==> src/ssq_pkg.sv <==
// ssq_pkg: shared constants and types of the sweep sequencer.
// assumes one 10 MHz clock and the plain register port of ssq_sequencer.
`default_nettype none

package ssq_pkg;

    // =========================================================
    // register map (byte addresses on the 6-bit register port)
    localparam logic [5:0]  REG_CTRL     = 6'h00;
    localparam logic [5:0]  REG_STATUS   = 6'h04;
    localparam logic [5:0]  REG_RESULT0  = 6'h20;

    // =========================================================
    // control register fields
    localparam int          CTRL_START_BIT = 0;
    localparam int          CTRL_RES10_BIT = 1;
    localparam int          CTRL_DIV_LSB   = 2;
    localparam int          CTRL_GRP_LSB   = 4;
    localparam logic [5:0]  CTRL_RESET     = 6'h00;

    // status register fields
    localparam int          STAT_INT_BIT   = 0;
    localparam int          STAT_CHAN_LSB  = 1;
    localparam int          STAT_BUSY_BIT  = 4;

    // =========================================================
    // conversion clock selection and divider limits
    localparam logic [1:0]  DIV_SEL_BY4   = 2'h0;
    localparam logic [1:0]  DIV_SEL_BY2   = 2'h1;
    localparam logic [1:0]  DIV_LIMIT_BY4 = 2'h3;
    localparam logic [1:0]  DIV_LIMIT_BY2 = 2'h1;
    localparam logic [1:0]  DIV_LIMIT_BY1 = 2'h0;

    // =========================================================
    // successive approximation
    localparam logic [9:0]  SAR_INIT     = 10'h200;
    localparam logic [9:0]  SAR_RESET    = 10'h000;
    localparam logic [3:0]  BIT_FIRST    = 4'h9;
    localparam logic [3:0]  BIT_LAST_10  = 4'h0;
    localparam logic [3:0]  BIT_LAST_8   = 4'h2;
    // conversion ticks per sample or bit step, minus one
    localparam logic [1:0]  STEP_LAST    = 2'h3;
    localparam logic [2:0]  CHAN_LAST    = 3'h7;
    localparam logic [2:0]  CHAN_FIRST   = 3'h0;

    // analog side: channel mux, ladder code, sample switch
    typedef struct packed {
        logic [2:0] chan;
        logic [9:0] code;
        logic       sample;
    } ssq_analog_type;

    typedef enum logic [3:0] {
        ST_IDLE    = 4'b0001,
        ST_SAMPLE  = 4'b0010,
        ST_COMPARE = 4'b0100,
        ST_STORE   = 4'b1000
    } ssq_state_type;

endpackage : ssq_pkg

`default_nettype wire

==> src/ssq_clk_div.sv <==
// ssq_clk_div: conversion clock enable, source clock /4, /2 or /1.
// assumes the selection only changes while conversion is stopped.
`timescale 1ns/1ps
`default_nettype none

module ssq_clk_div
    import ssq_pkg::*;
(
    input  wire logic       i_ref_clk,
    input  wire logic       i_rst_n,
    input  wire logic [1:0] i_sel,
    output logic            o_tick
);

    logic [1:0] cnt;
    logic [1:0] next_cnt;
    logic [1:0] limit;
    logic       next_tick;

    // =========================================================
    // divider
    // divided clock select
    always_comb begin
        unique case (i_sel)
            DIV_SEL_BY4: limit = DIV_LIMIT_BY4;
            DIV_SEL_BY2: limit = DIV_LIMIT_BY2;
            default:     limit = DIV_LIMIT_BY1;
        endcase
        next_tick = (cnt >= limit);
        next_cnt  = next_tick ? 2'h0 : cnt + 2'h1;
    end

    // tick is a one-cycle enable, registered so it is glitch free
    always_ff @(posedge i_ref_clk or negedge i_rst_n) begin
        if (!i_rst_n) begin
            cnt    <= 2'h0;
            o_tick <= 1'b0;
        end else begin
            cnt    <= next_cnt;
            o_tick <= next_tick;
        end
    end
endmodule // ssq_clk_div

`default_nettype wire

==> src/ssq_sequencer.sv <==
// ssq_sequencer: repeat sweep 1 control of a 10-bit SAR converter.
// assumes a comparator and reference ladder outside; its compare input
// is asynchronous and is synchronised here.
`timescale 1ns/1ps
`default_nettype none

// Notes on behaviour
// a start flag set to one begins with channel zero
// channel zero result goes to result register zero
// after the selected group, one unselected channel, then back to zero
// software picks group: channel 0, 0-1, 0-2 or 0-3
// every finished conversion lands in its own channel's register
// the interrupt request never rises in this mode
// sweeping runs until software writes start flag zero
// conversion clock is source divided by four, two, or one
// software changes configuration only while stopped
// software waits one microsecond after enabling reference
// software sets analog and trigger pins as inputs
// with key interrupts, channels four to seven unused
// at low supply use divided clock, no hold, 8-bit
// software rewrites channel bits after any mode change
// in one-shot modes software checks completion before reading
// repeat modes need the undivided main clock for the CPU
// conversion clock stays below 10 MHz; divide by one here runs it at the full 10 MHz source clock
// register starts at 1000000000, bit nine kept if reference lower
// bits eight to zero: set, compare, keep if reference lower
// result copied only after the last bit is resolved
// ladder voltage follows the current register code
// 8-bit mode stores upper eight bits in bits zero to seven
// inserted unselected channels ascend and wrap to the first
module ssq_sequencer
    import ssq_pkg::*;
(
    input  wire logic        i_ref_clk,
    input  wire logic        i_rst_n,
    input  wire logic [5:0]  i_addr,
    input  wire logic [31:0] i_wdata,
    input  wire logic        i_wr,
    input  wire logic        i_rd,
    output logic      [31:0] o_rdata,
    input  wire logic        i_cmp_lower,
    output ssq_analog_type   o_analog,
    output logic             o_int_req
);

    // =========================================================
    // functions
    // stored value: full code, or upper eight bits right aligned
    function automatic logic [9:0] result_of(input logic [9:0] sar,
                                             input logic       res10);
        result_of = res10 ? sar : {2'b00, sar[9:2]};
    endfunction

    // lowest channel outside the selected group
    function automatic logic [2:0] first_unsel(input logic [1:0] grp);
        first_unsel = {1'b0, grp} + 3'h1;
    endfunction

    // =========================================================
    // declarations
    logic [5:0]      ctrl;
    logic [5:0]      next_ctrl;
    logic [31:0]     next_rdata;
    logic            cmp_meta;
    logic            cmp_sync;
    logic            tick;
    ssq_state_type   state;
    ssq_state_type   next_state;
    logic [9:0]      sar;
    logic [9:0]      next_sar;
    logic [3:0]      bit_idx;
    logic [3:0]      next_bit;
    logic [3:0]      lower_bit;
    logic [3:0]      last_bit;
    logic [1:0]      step;
    logic [1:0]      next_step;
    logic [2:0]      chan;
    logic [2:0]      next_chan;
    logic [2:0]      uns_ptr;
    logic [2:0]      next_uns;
    logic            store;
    logic [9:0]      store_data;
    logic [9:0]      results [0:7];
    logic            start;
    logic            res10;
    logic [1:0]      grp;
    logic [2:0]      grp_last;

    assign start    = ctrl[CTRL_START_BIT];
    assign res10    = ctrl[CTRL_RES10_BIT];
    assign grp      = ctrl[CTRL_GRP_LSB +: 2];
    assign grp_last = {1'b0, grp};

    // =========================================================
    // conversion clock enable
    ssq_clk_div u_div (
        .i_ref_clk (i_ref_clk),
        .i_rst_n   (i_rst_n),
        .i_sel     (ctrl[CTRL_DIV_LSB +: 2]),
        .o_tick    (tick)
    );

    // =========================================================
    // comparator synchroniser; only the second stage is read
    always_ff @(posedge i_ref_clk or negedge i_rst_n) begin
        if (!i_rst_n) begin
            cmp_meta <= 1'b0;
            cmp_sync <= 1'b0;
        end else begin
            cmp_meta <= i_cmp_lower;
            cmp_sync <= cmp_meta;
        end
    end

    // =========================================================
    // register port: next control value and read data
    always_comb begin
        next_ctrl  = ctrl;
        next_rdata = 32'h0000_0000;
        if (i_wr && i_addr == REG_CTRL) begin
            next_ctrl = i_wdata[5:0];
        end
        if (i_rd) begin
            if (i_addr == REG_CTRL) begin
                next_rdata[5:0] = ctrl;
            end else if (i_addr == REG_STATUS) begin
                next_rdata[STAT_INT_BIT]        = o_int_req;
                next_rdata[STAT_CHAN_LSB +: 3]  = chan;
                next_rdata[STAT_BUSY_BIT]       = (state != ST_IDLE);
            end else if (i_addr[5] && i_addr[1:0] == 2'b00) begin
                next_rdata[9:0] = results[i_addr[4:2]];
            end
        end
    end

    // read data stand for one cycle only, zero otherwise
    always_ff @(posedge i_ref_clk or negedge i_rst_n) begin
        if (!i_rst_n) begin
            ctrl    <= CTRL_RESET;
            o_rdata <= 32'h0000_0000;
        end else begin
            ctrl    <= next_ctrl;
            o_rdata <= next_rdata;
        end
    end

    // =========================================================
    // conversion sequencer
    always_comb begin
        next_state = state;
        next_sar   = sar;
        next_bit   = bit_idx;
        next_step  = step;
        next_chan  = chan;
        next_uns   = uns_ptr;
        store      = 1'b0;
        lower_bit  = bit_idx - 4'h1;
        last_bit   = res10 ? BIT_LAST_10 : BIT_LAST_8;
        store_data = result_of(sar, res10);
        if (!start) begin
            // stop on clear
            next_state = ST_IDLE;
        end else begin
            unique case (state)
                ST_IDLE: begin
                    // begin at channel zero
                    next_state = ST_SAMPLE;
                    next_chan  = CHAN_FIRST;
                    next_step  = 2'h0;
                    next_uns   = first_unsel(grp);
                end
                ST_SAMPLE: begin
                    if (tick) begin
                        next_step = step + 2'h1;
                        if (step == STEP_LAST) begin
                            // start code preset
                            next_sar   = SAR_INIT;
                            next_bit   = BIT_FIRST;
                            next_state = ST_COMPARE;
                        end
                    end
                end
                ST_COMPARE: begin
                    // step time covers the synchroniser delay
                    if (tick) begin
                        next_step = step + 2'h1;
                        if (step == STEP_LAST) begin
                            // keep bit if reference lower
                            if (!cmp_sync) begin
                                next_sar[bit_idx] = 1'b0;
                            end
                            if (bit_idx == last_bit) begin
                                next_state = ST_STORE;
                            end else begin
                                next_bit            = lower_bit;
                                next_sar[lower_bit] = 1'b1;
                            end
                        end
                    end
                end
                ST_STORE: begin
                    // copy after last bit
                    store      = 1'b1;
                    next_state = ST_SAMPLE;
                    next_step  = 2'h0;
                    // interleave one unselected
                    if (chan == grp_last) begin
                        next_chan = uns_ptr;
                    end else if (chan < grp_last) begin
                        next_chan = chan + 3'h1;
                    end else begin
                        next_chan = CHAN_FIRST;
                        // ascend and wrap
                        if (uns_ptr == CHAN_LAST) begin
                            next_uns = first_unsel(grp);
                        end else begin
                            next_uns = uns_ptr + 3'h1;
                        end
                    end
                end
            endcase
        end
    end

    // sequencer state, results and analog outputs
    always_ff @(posedge i_ref_clk or negedge i_rst_n) begin
        if (!i_rst_n) begin
            state     <= ST_IDLE;
            sar       <= SAR_RESET;
            bit_idx   <= BIT_FIRST;
            step      <= 2'h0;
            chan      <= CHAN_FIRST;
            uns_ptr   <= CHAN_LAST;
            o_analog  <= '0;
            o_int_req <= 1'b0;
            for (int i = 0; i < 8; i++) begin
                results[i] <= SAR_RESET;
            end
        end else begin
            state   <= next_state;
            sar     <= next_sar;
            bit_idx <= next_bit;
            step    <= next_step;
            chan    <= next_chan;
            uns_ptr <= next_uns;
            // per-channel result
            if (store) begin
                results[chan] <= store_data;
            end
            // ladder follows code
            o_analog.chan   <= next_chan;
            o_analog.code   <= next_sar;
            o_analog.sample <= (next_state == ST_SAMPLE);
            // no interrupt in this mode
            o_int_req <= 1'b0;
        end
    end
endmodule // ssq_sequencer

`default_nettype wire

==> config.mk <==
export PLATFORM = sky130hd
export DESIGN_NAME = ssq_sequencer
export DESIGN_NICKNAME = d
export VERILOG_FILES = /design/src/ssq_pkg.sv /design/src/ssq_clk_div.sv /design/src/ssq_sequencer.sv
export SDC_FILE = /design/constraint.sdc
export NUM_CORES = 1
export LEC_CHECK = 0
export BUFFER_PORTS_ARGS = -buffer_cell sky130_fd_sc_hd__buf_2
export CORE_ASPECT_RATIO = 0.9
export CORE_MARGIN = 5
export CORE_UTILIZATION = 50
export CTS_CLUSTER_DIAMETER = 80
export DETAILED_ROUTE_END_ITERATION = 8
export PLACE_DENSITY = 0.74
export RECOVER_POWER = 25
export SYNTH_ARGS = -nofsm -noshare
export SYNTH_HDL_FRONTEND = slang
export SYNTH_HIERARCHICAL = 1
export SYNTH_SLANG_ARGS = --single-unit
export TNS_END_PERCENT = 10
==> constraint.sdc <==
create_clock -name i_ref_clk -period 4.8 [get_ports i_ref_clk]
set_input_delay 0.96 -clock i_ref_clk [delete_from_list [all_inputs] [get_ports i_ref_clk]]
set_output_delay 0.96 -clock i_ref_clk [all_outputs]
set_load 0.01 [all_outputs]
==> results_dict.tcl, run 1 <==
set metrics [dict create \
    status "finished, violations left" \
    violations "capacitance limit, slew limit" \
    initial_core_util_pct 51.7 \
    crit_family "buffers and inverters" \
    place_area_sq_um 6470 \
    postCtsHoldBufs 0 \
    ys_async_sr_fraction_pct 100 \
    fin_nets 680 \
    end_kind "async pin" \
    worstPathMaxFanout 57 \
    wl_mm 14.0 \
    ios 90 \
    ant_nets 0 \
    route.detailed.drc 0 \
    post-cts-setup-buffers 0 \
    first_global_vias 4601 \
    synth-seq-cells 128 \
    critPathBufInv 2 \
    fp.dieH_um 116 \
    whs_ns 0.360 \
    synth_flop_cell "dfrtp_1" \
    yosysSeqAreaShare_pct 51.0 \
    rsz0062_at_grt "false" \
    utilization_pct 58.0 \
    yosys_warnings 6 \
    synth.distinct_cells 59 \
    grt_usage_pct 20.1 \
    clkLatencyLatePin_ns 0.41 \
    syn_to_final_growth_pct 12.1 \
    hold_viol 0 \
    fin_crit_ns 2.83 \
    critPathMaxStageDelay_ns 1.45 \
    port_buffers 40 \
    cp_cell_sequence "buf_4 > clkbuf_1" \
    htreeDepth 4 \
    wl_per_cell_um 17.6 \
    avgSynthCellArea_sq_um 10.5 \
    hp-class "reg -> reg" \
    gp_congestion 0.940 \
    num_vias 4625 \
    coreArea_sq_um 12200 \
    antenna_cells 0 \
    critPathRequiredTime_ns 4.94 \
    slew_violations 75 \
    synth_area_sq_um 6290 \
    cts_buffers 17 \
    grt-ovfl-total 0 \
    min_period_over_period_pct 58.9 \
    ir_worst_vdd_v 0.000215 \
    die-width_um 128 \
    start_kind "input port" \
    drtIter0Drc 436 \
    dieArea_sq_um 14900 \
    cts_resized 0 \
    clock_path_buffers 2 \
    netlist_instances 597 \
    root_buffer "clkbuf_16" \
    hpwl_mm 9.38 \
    skew_ns 0.00949 \
    drive_gt1_share_pct 18.3 \
    cap_violations 2 \
    max_freq_mhz 354 \
    drt-pass1-iter-count 5 \
    worstMarginPinSlew_ns 1.94 \
    synth_edf_count 0 \
    vias_per_cell 5.82 \
    antenna_found_initial 0 \
    final_area_sq_um 7060 \
    p_leak_nw 3.16 \
    cts_tree "built" \
    relSlewSlack_pct -29.4 \
    clock_sinks 128 \
    num_rows 38 \
    grt_max_degree 58 \
    worstSetupPathType "in -> async" \
    fin_tns_setup_ns 0 \
    critPathSlowestCell "clkbuf_1" \
    total_power_mw 2.68 \
    setup_viol 0 \
    grt_pass1_wl_mm 23.2 \
    crit_arrival_ns 2.97 \
    clk_pin_slew_ns 0.05 \
    power_density_nw_per_um2 380 \
]
-- per-stage QoR --
step                      worst slack [ns]  cells
after floorplan                       2.48    619
after global placement                1.99    762
after detailed placement              1.99    762
after CTS                             2.29    794
after global routing                  1.40    794
final                                 1.97    794
-- cell type report --
| class | count | area (sq um) |
|---|---|---|
| Clock buffer | 19 | 443 |
| Clock inverter | 13 | 161 |
| Fill cell | 1009 | 5110 |
| Inverter | 11 | 41.3 |
| Multi-Input combinational cell | 420 | 2780 |
| Sequential cell | 128 | 3210 |
| Tap cell | 160 | 200 |
| Timing Repair Buffer | 43 | 218 |
-- synthesized netlist by cell type, types with 3 or more instances --
master | count | area (sq um)
a21oi_1 | 7 | 35.0
a22oi_1 | 12 | 90.1
a32o_1 | 6 | 60.1
buf_1 | 3 | 11.3
buf_2 | 4 | 20.0
buf_4 | 23 | 173
clkbuf_1 | 28 | 105
dfrtp_1 | 122 | 3050
dfstp_2 | 6 | 158
ha_1 | 16 | 200
inv_1 | 11 | 41.3
mux2_2 | 10 | 113
mux2i_1 | 13 | 130
mux4_2 | 20 | 450
nand2_1 | 104 | 390
nand2b_1 | 8 | 50.1
nand3_1 | 5 | 25.0
nand4_1 | 8 | 50.1
nor2_1 | 20 | 75.1
nor2b_1 | 9 | 56.3
nor3_1 | 4 | 20.0
o21ai_0 | 102 | 510
o21ai_1 | 3 | 15.0
o31ai_1 | 3 | 22.5
or2_2 | 3 | 18.8
xnor2_1 | 3 | 26.3
-- layout by cell type (no fill, tap or decap), types with 3 or more instances in the layout --
cell type | netlist | routed
mux2i_1 | 13 | 13
buf_2 | 4 | 39
o21ai_0 | 102 | 102
xnor2_1 | 3 | 3
clkinv_2 | 0 | 3
a22oi_1 | 12 | 12
nand3_1 | 5 | 5
o21ai_1 | 3 | 3
inv_1 | 11 | 11
a32o_1 | 6 | 6
nor2_1 | 20 | 20
clkinvlp_4 | 0 | 4
nor3_1 | 4 | 4
dfrtp_1 | 122 | 122
mux2_2 | 10 | 10
nand2_1 | 104 | 104
bufinv_16 | 0 | 3
ha_1 | 16 | 16
clkbuf_1 | 28 | 3
conb_1 | 1 | 23
o31ai_1 | 3 | 3
dfstp_2 | 6 | 5
or2_2 | 3 | 3
mux4_2 | 20 | 20
nand2b_1 | 8 | 8
clkbuf_16 | 0 | 17
nand4_1 | 8 | 8
a21oi_1 | 7 | 7
nor2b_1 | 9 | 9
-- layer usage --
metal	vias to the layer above	GRT usage (%)	share of wire [%]
li1	2127	-	-
met1	2319	26.8	42
met2	158	31.6	48
met3	21	5.67	7.3
met4	0	7.50	1.8
met5	-	0	0
-- final timing paths --
path / from / to / slack [ns] / cells past startpoint
min in group asynchronous: i_rst_n / o_rdata[4] / 0.58 / 1
max in group i_ref_clk: ctrl[0] / sar[2] / 2.26 / 4
max: i_rst_n / results[58] / 1.97 / 2
min reg2reg: cmp_meta / cmp_sync / 0.36 / 0
max reg2reg: ctrl[0] / sar[2] / 2.26 / 4
min: cmp_meta / cmp_sync / 0.36 / 0
-- cells by family after synthesis --
group | Yosys count | synth area share [%]
muxes | 43 | 11.0
and+or+nand+nor | 177 | 13.2
DFF | 128 | 51.0
AOI/OAI and AO/OA | 156 | 14.9
adders and majority gates | 16 | 3.18
buffers and inverters | 71 | 5.93
other | 1 | 0.0596
xor gates and xnor gates | 5 | 0.696
-- report_power, final --
group	internal, mW	switching, mW	leakage, nW	total (mW)
Clock	0.829	0.473	0.285	1.30
Combinational	0.0903	0.115	1.12	0.205
Sequential	1.13	0.0519	1.75	1.18
-- registers in the layout (all words and copies together), names as in the netlist --
| register | cells |
|---|---|
| results | 80 |
| o_rdata | 10 |
| sar | 10 |
| ctrl | 6 |
| bit_idx | 4 |
| state | 4 |
| chan | 3 |
| uns_ptr | 3 |
| step | 2 |
| u_div/cnt | 2 |
| cmp_meta | 1 |
| cmp_sync | 1 |
| o_analog | 1 |
| u_div/o_tick | 1 |
(Power assumes the default switching activity.)
==> run 2: changes to the inputs <==
--- a/config.mk
+++ b/config.mk
@@ -5,6 +5,7 @@
 export SDC_FILE = /design/constraint.sdc
 export NUM_CORES = 1
 export LEC_CHECK = 0
+export ABC_AREA = 1
 export BUFFER_PORTS_ARGS = -buffer_cell sky130_fd_sc_hd__buf_2
 export CORE_ASPECT_RATIO = 0.9
 export CORE_MARGIN = 5
==> constraint.sdc (replaced) <==
create_clock -name i_ref_clk -period 2.8 [get_ports i_ref_clk]
set_input_delay 0.56 -clock i_ref_clk [delete_from_list [all_inputs] [get_ports i_ref_clk]]
set_output_delay 0.56 -clock i_ref_clk [all_outputs]
set_load 0.01 [all_outputs]
==> results_dict.tcl, run 2 <==
set metrics [dict create \
    setup_ws_ns 0.738 \
    status "complete, no violations" \
    grt_util_met2_pct 34.4 \
    grt_pass1_wl_mm 27.7 \
    wl_per_cell_um 14.6 \
    clk_pin_slew_ns 0.05 \
    largest_reg_flops 80 \
    end_kind "async pin" \
    pwr-share-seq_pct 37.5 \
    ant_nets 0 \
    avgSynthCellArea_sq_um 7.65 \
    ios 90 \
    first_global_vias 5588 \
    yosys_warnings 6 \
    synth_top_area_share_pct 44.8 \
    min_period_over_period_pct 73.6 \
    route.detailed.drc 0 \
    cp_cell_sequence "clkbuf_2 > clkbuf_2" \
    use_met1_pct 28.7 \
    fin_tns_setup_ns 0 \
    ir_worst_vdd_v 0.000713 \
    drive_gt1_share_pct 12.1 \
    hp-class "in -> reg" \
    worst_path_most_repeated_cell "clkbuf_2" \
    crit_family "buffers and inverters" \
    cts_resized 0 \
    synth_area_sq_um 6820 \
    fp.dieH_um 121 \
    critPathMaxStageDelay_ns 0.94 \
    synth.distinct_cells 37 \
    wl_mm 16.3 \
    die-width_um 133 \
    ys_async_sr_fraction_pct 100 \
    critPathSlowestCell "clkbuf_2" \
    critPathRequiredTime_ns 3.20 \
    comb_power_share_pct 22.8 \
    critPathBufInv 2 \
    netlist_instances 891 \
    start_kind "input port" \
    rsz0062_at_grt "false" \
    fin_crit_ns 2.06 \
    pre_cts_ws_ns 0.683 \
    ys_top_cells_by_count "nand2_1, dfrtp_1, o21ai_0" \
    coreArea_sq_um 13400 \
    p_leak_nw 4.10 \
    synth_top_cells_by_area "dfrtp_1, nand2_1, o21ai_0" \
    initial_core_util_pct 51.0 \
    grt_util_met3_pct 5.91 \
    postCtsHoldBufs 0 \
    drt-pass1-iter-count 5 \
    cts_tree "built" \
    grt-ovfl-total 0 \
    skew_ns 0.00571 \
    num_rows 40 \
    cap_violations 0 \
    setup_viol 0 \
    clkLatencyLatePin_ns 0.42 \
    drtIter0Drc 605 \
    synth-seq-cells 128 \
    yosysMostFrequentCell "nand2_1" \
    antenna_found_initial 0 \
    p_sw_mw 1.99 \
    power_density_nw_per_um2 795 \
    final_common_cell "nand2_1" \
    vias_per_cell 5.17 \
    worstSetupPathType "in -> async" \
    synth_edf_count 0 \
    dieArea_sq_um 16100 \
    fin_nets 992 \
    max_freq_mhz 485 \
    cts_buffers 17 \
    syn_to_final_growth_pct 13.3 \
    worstPathMaxFanout 52 \
    layout_common_cells "nand2_1, dfrtp_1, o21ai_0, inv_1, nand3_1" \
    p_clk_share_pct 39.7 \
    antenna_cells 0 \
    synth_top_area_cell "dfrtp_1" \
    port_buffers 40 \
    htreeDepth 4 \
    p_int_mw 4.15 \
    p_sw_share_pct 32.4 \
    top_regs "results (80), o_rdata (10), sar (10)" \
    hold_viol 0 \
    num_vias 5760 \
    post-cts-setup-buffers 0 \
    clock_sinks 128 \
    gp_congestion 0.870 \
    synth_flop_cell "dfrtp_1" \
    grt_max_degree 53 \
    crit_arrival_ns 2.46 \
    yosysSeqAreaShare_pct 47.1 \
    worstMarginPinSlew_ns 1.34 \
    top_register "results" \
    slew_violations 0 \
    root_buffer "clkbuf_16" \
    relSlewSlack_pct 10.9 \
    hpwl_mm 11.6 \
    busiest_layer "met2" \
    clock_path_buffers 2 \
    grt_usage_pct 21.6 \
]
-- run 2: cell families after synthesis --
logic type	share of synthesized area, %
AO/OA/AOI/OAI	10.8
other	0.0550
AND/OR/NAND/NOR	29.9
flip-flops	47.1
adder cells (fa/ha/maj)	2.94
buffers and inverters	8.96
XOR/XNOR	0.257
-- run 2: routing by layer --
metal  vias up  wire (um)  share of wire [%]
met3        28        928                5.7
met4         0        240                1.5
li1       2870          -                  -
met5         -          0                  0
met1      2709       7500                 46
met2       153       7620                 47
-- run 2: power groups by stage --
stage | Sequential, mW | Combinational [mW] | Clock (mW)
after floorplan | 2.27 | 1.06 | 0
after detailed placement | 2.33 | 1.40 | 0
after CTS | 2.30 | 1.41 | 2.47
after global placement | 2.32 | 1.38 | 0
after global routing | 2.33 | 1.62 | 2.55
final | 2.30 | 1.40 | 2.44
-- run 2: layout make-up --
type	count	area, sq um
inverters	79	297
fillers	1233	5640
well taps	168	210
flip-flops and latches	128	3210
multi-input cells	657	3080
clock buffers	22	474
repair buffers	50	273
clock inverters	10	181
-- run 2: path summary, 6_finish.rpt --
check / from / to / slack (ns) / depth (start not counted)
setup / recovery: i_rst_n / o_rdata[5] / 0.74 / 2
hold / removal: i_cmp_lower / cmp_meta / 0.25 / 1
min in group asynchronous: i_rst_n / results[72] / 0.44 / 1
hold reg to reg: cmp_meta / cmp_sync / 0.34 / 0
setup reg to reg: ctrl[1] / results[53] / 0.74 / 4
max in group i_ref_clk: ctrl[1] / results[53] / 0.74 / 4
-- run 2: through the flow --
stage / hold slack (ns) / std cells / power [mW] / instance area, sq um / utilization, %
floorplan: 0.264 / 913 / 3.32 / 6900 / -
global placement: 0.332 / 1082 / 3.69 / 7090 / 53.0
finish: 0.249 / 1114 / 6.14 / 7720 / 57.8
detailed placement: 0.336 / 1082 / 3.73 / 7090 / 53.0
global route: 0.233 / 1114 / 6.51 / 7720 / 57.8
CTS: 0.205 / 1114 / 6.18 / 7740 / 57.9
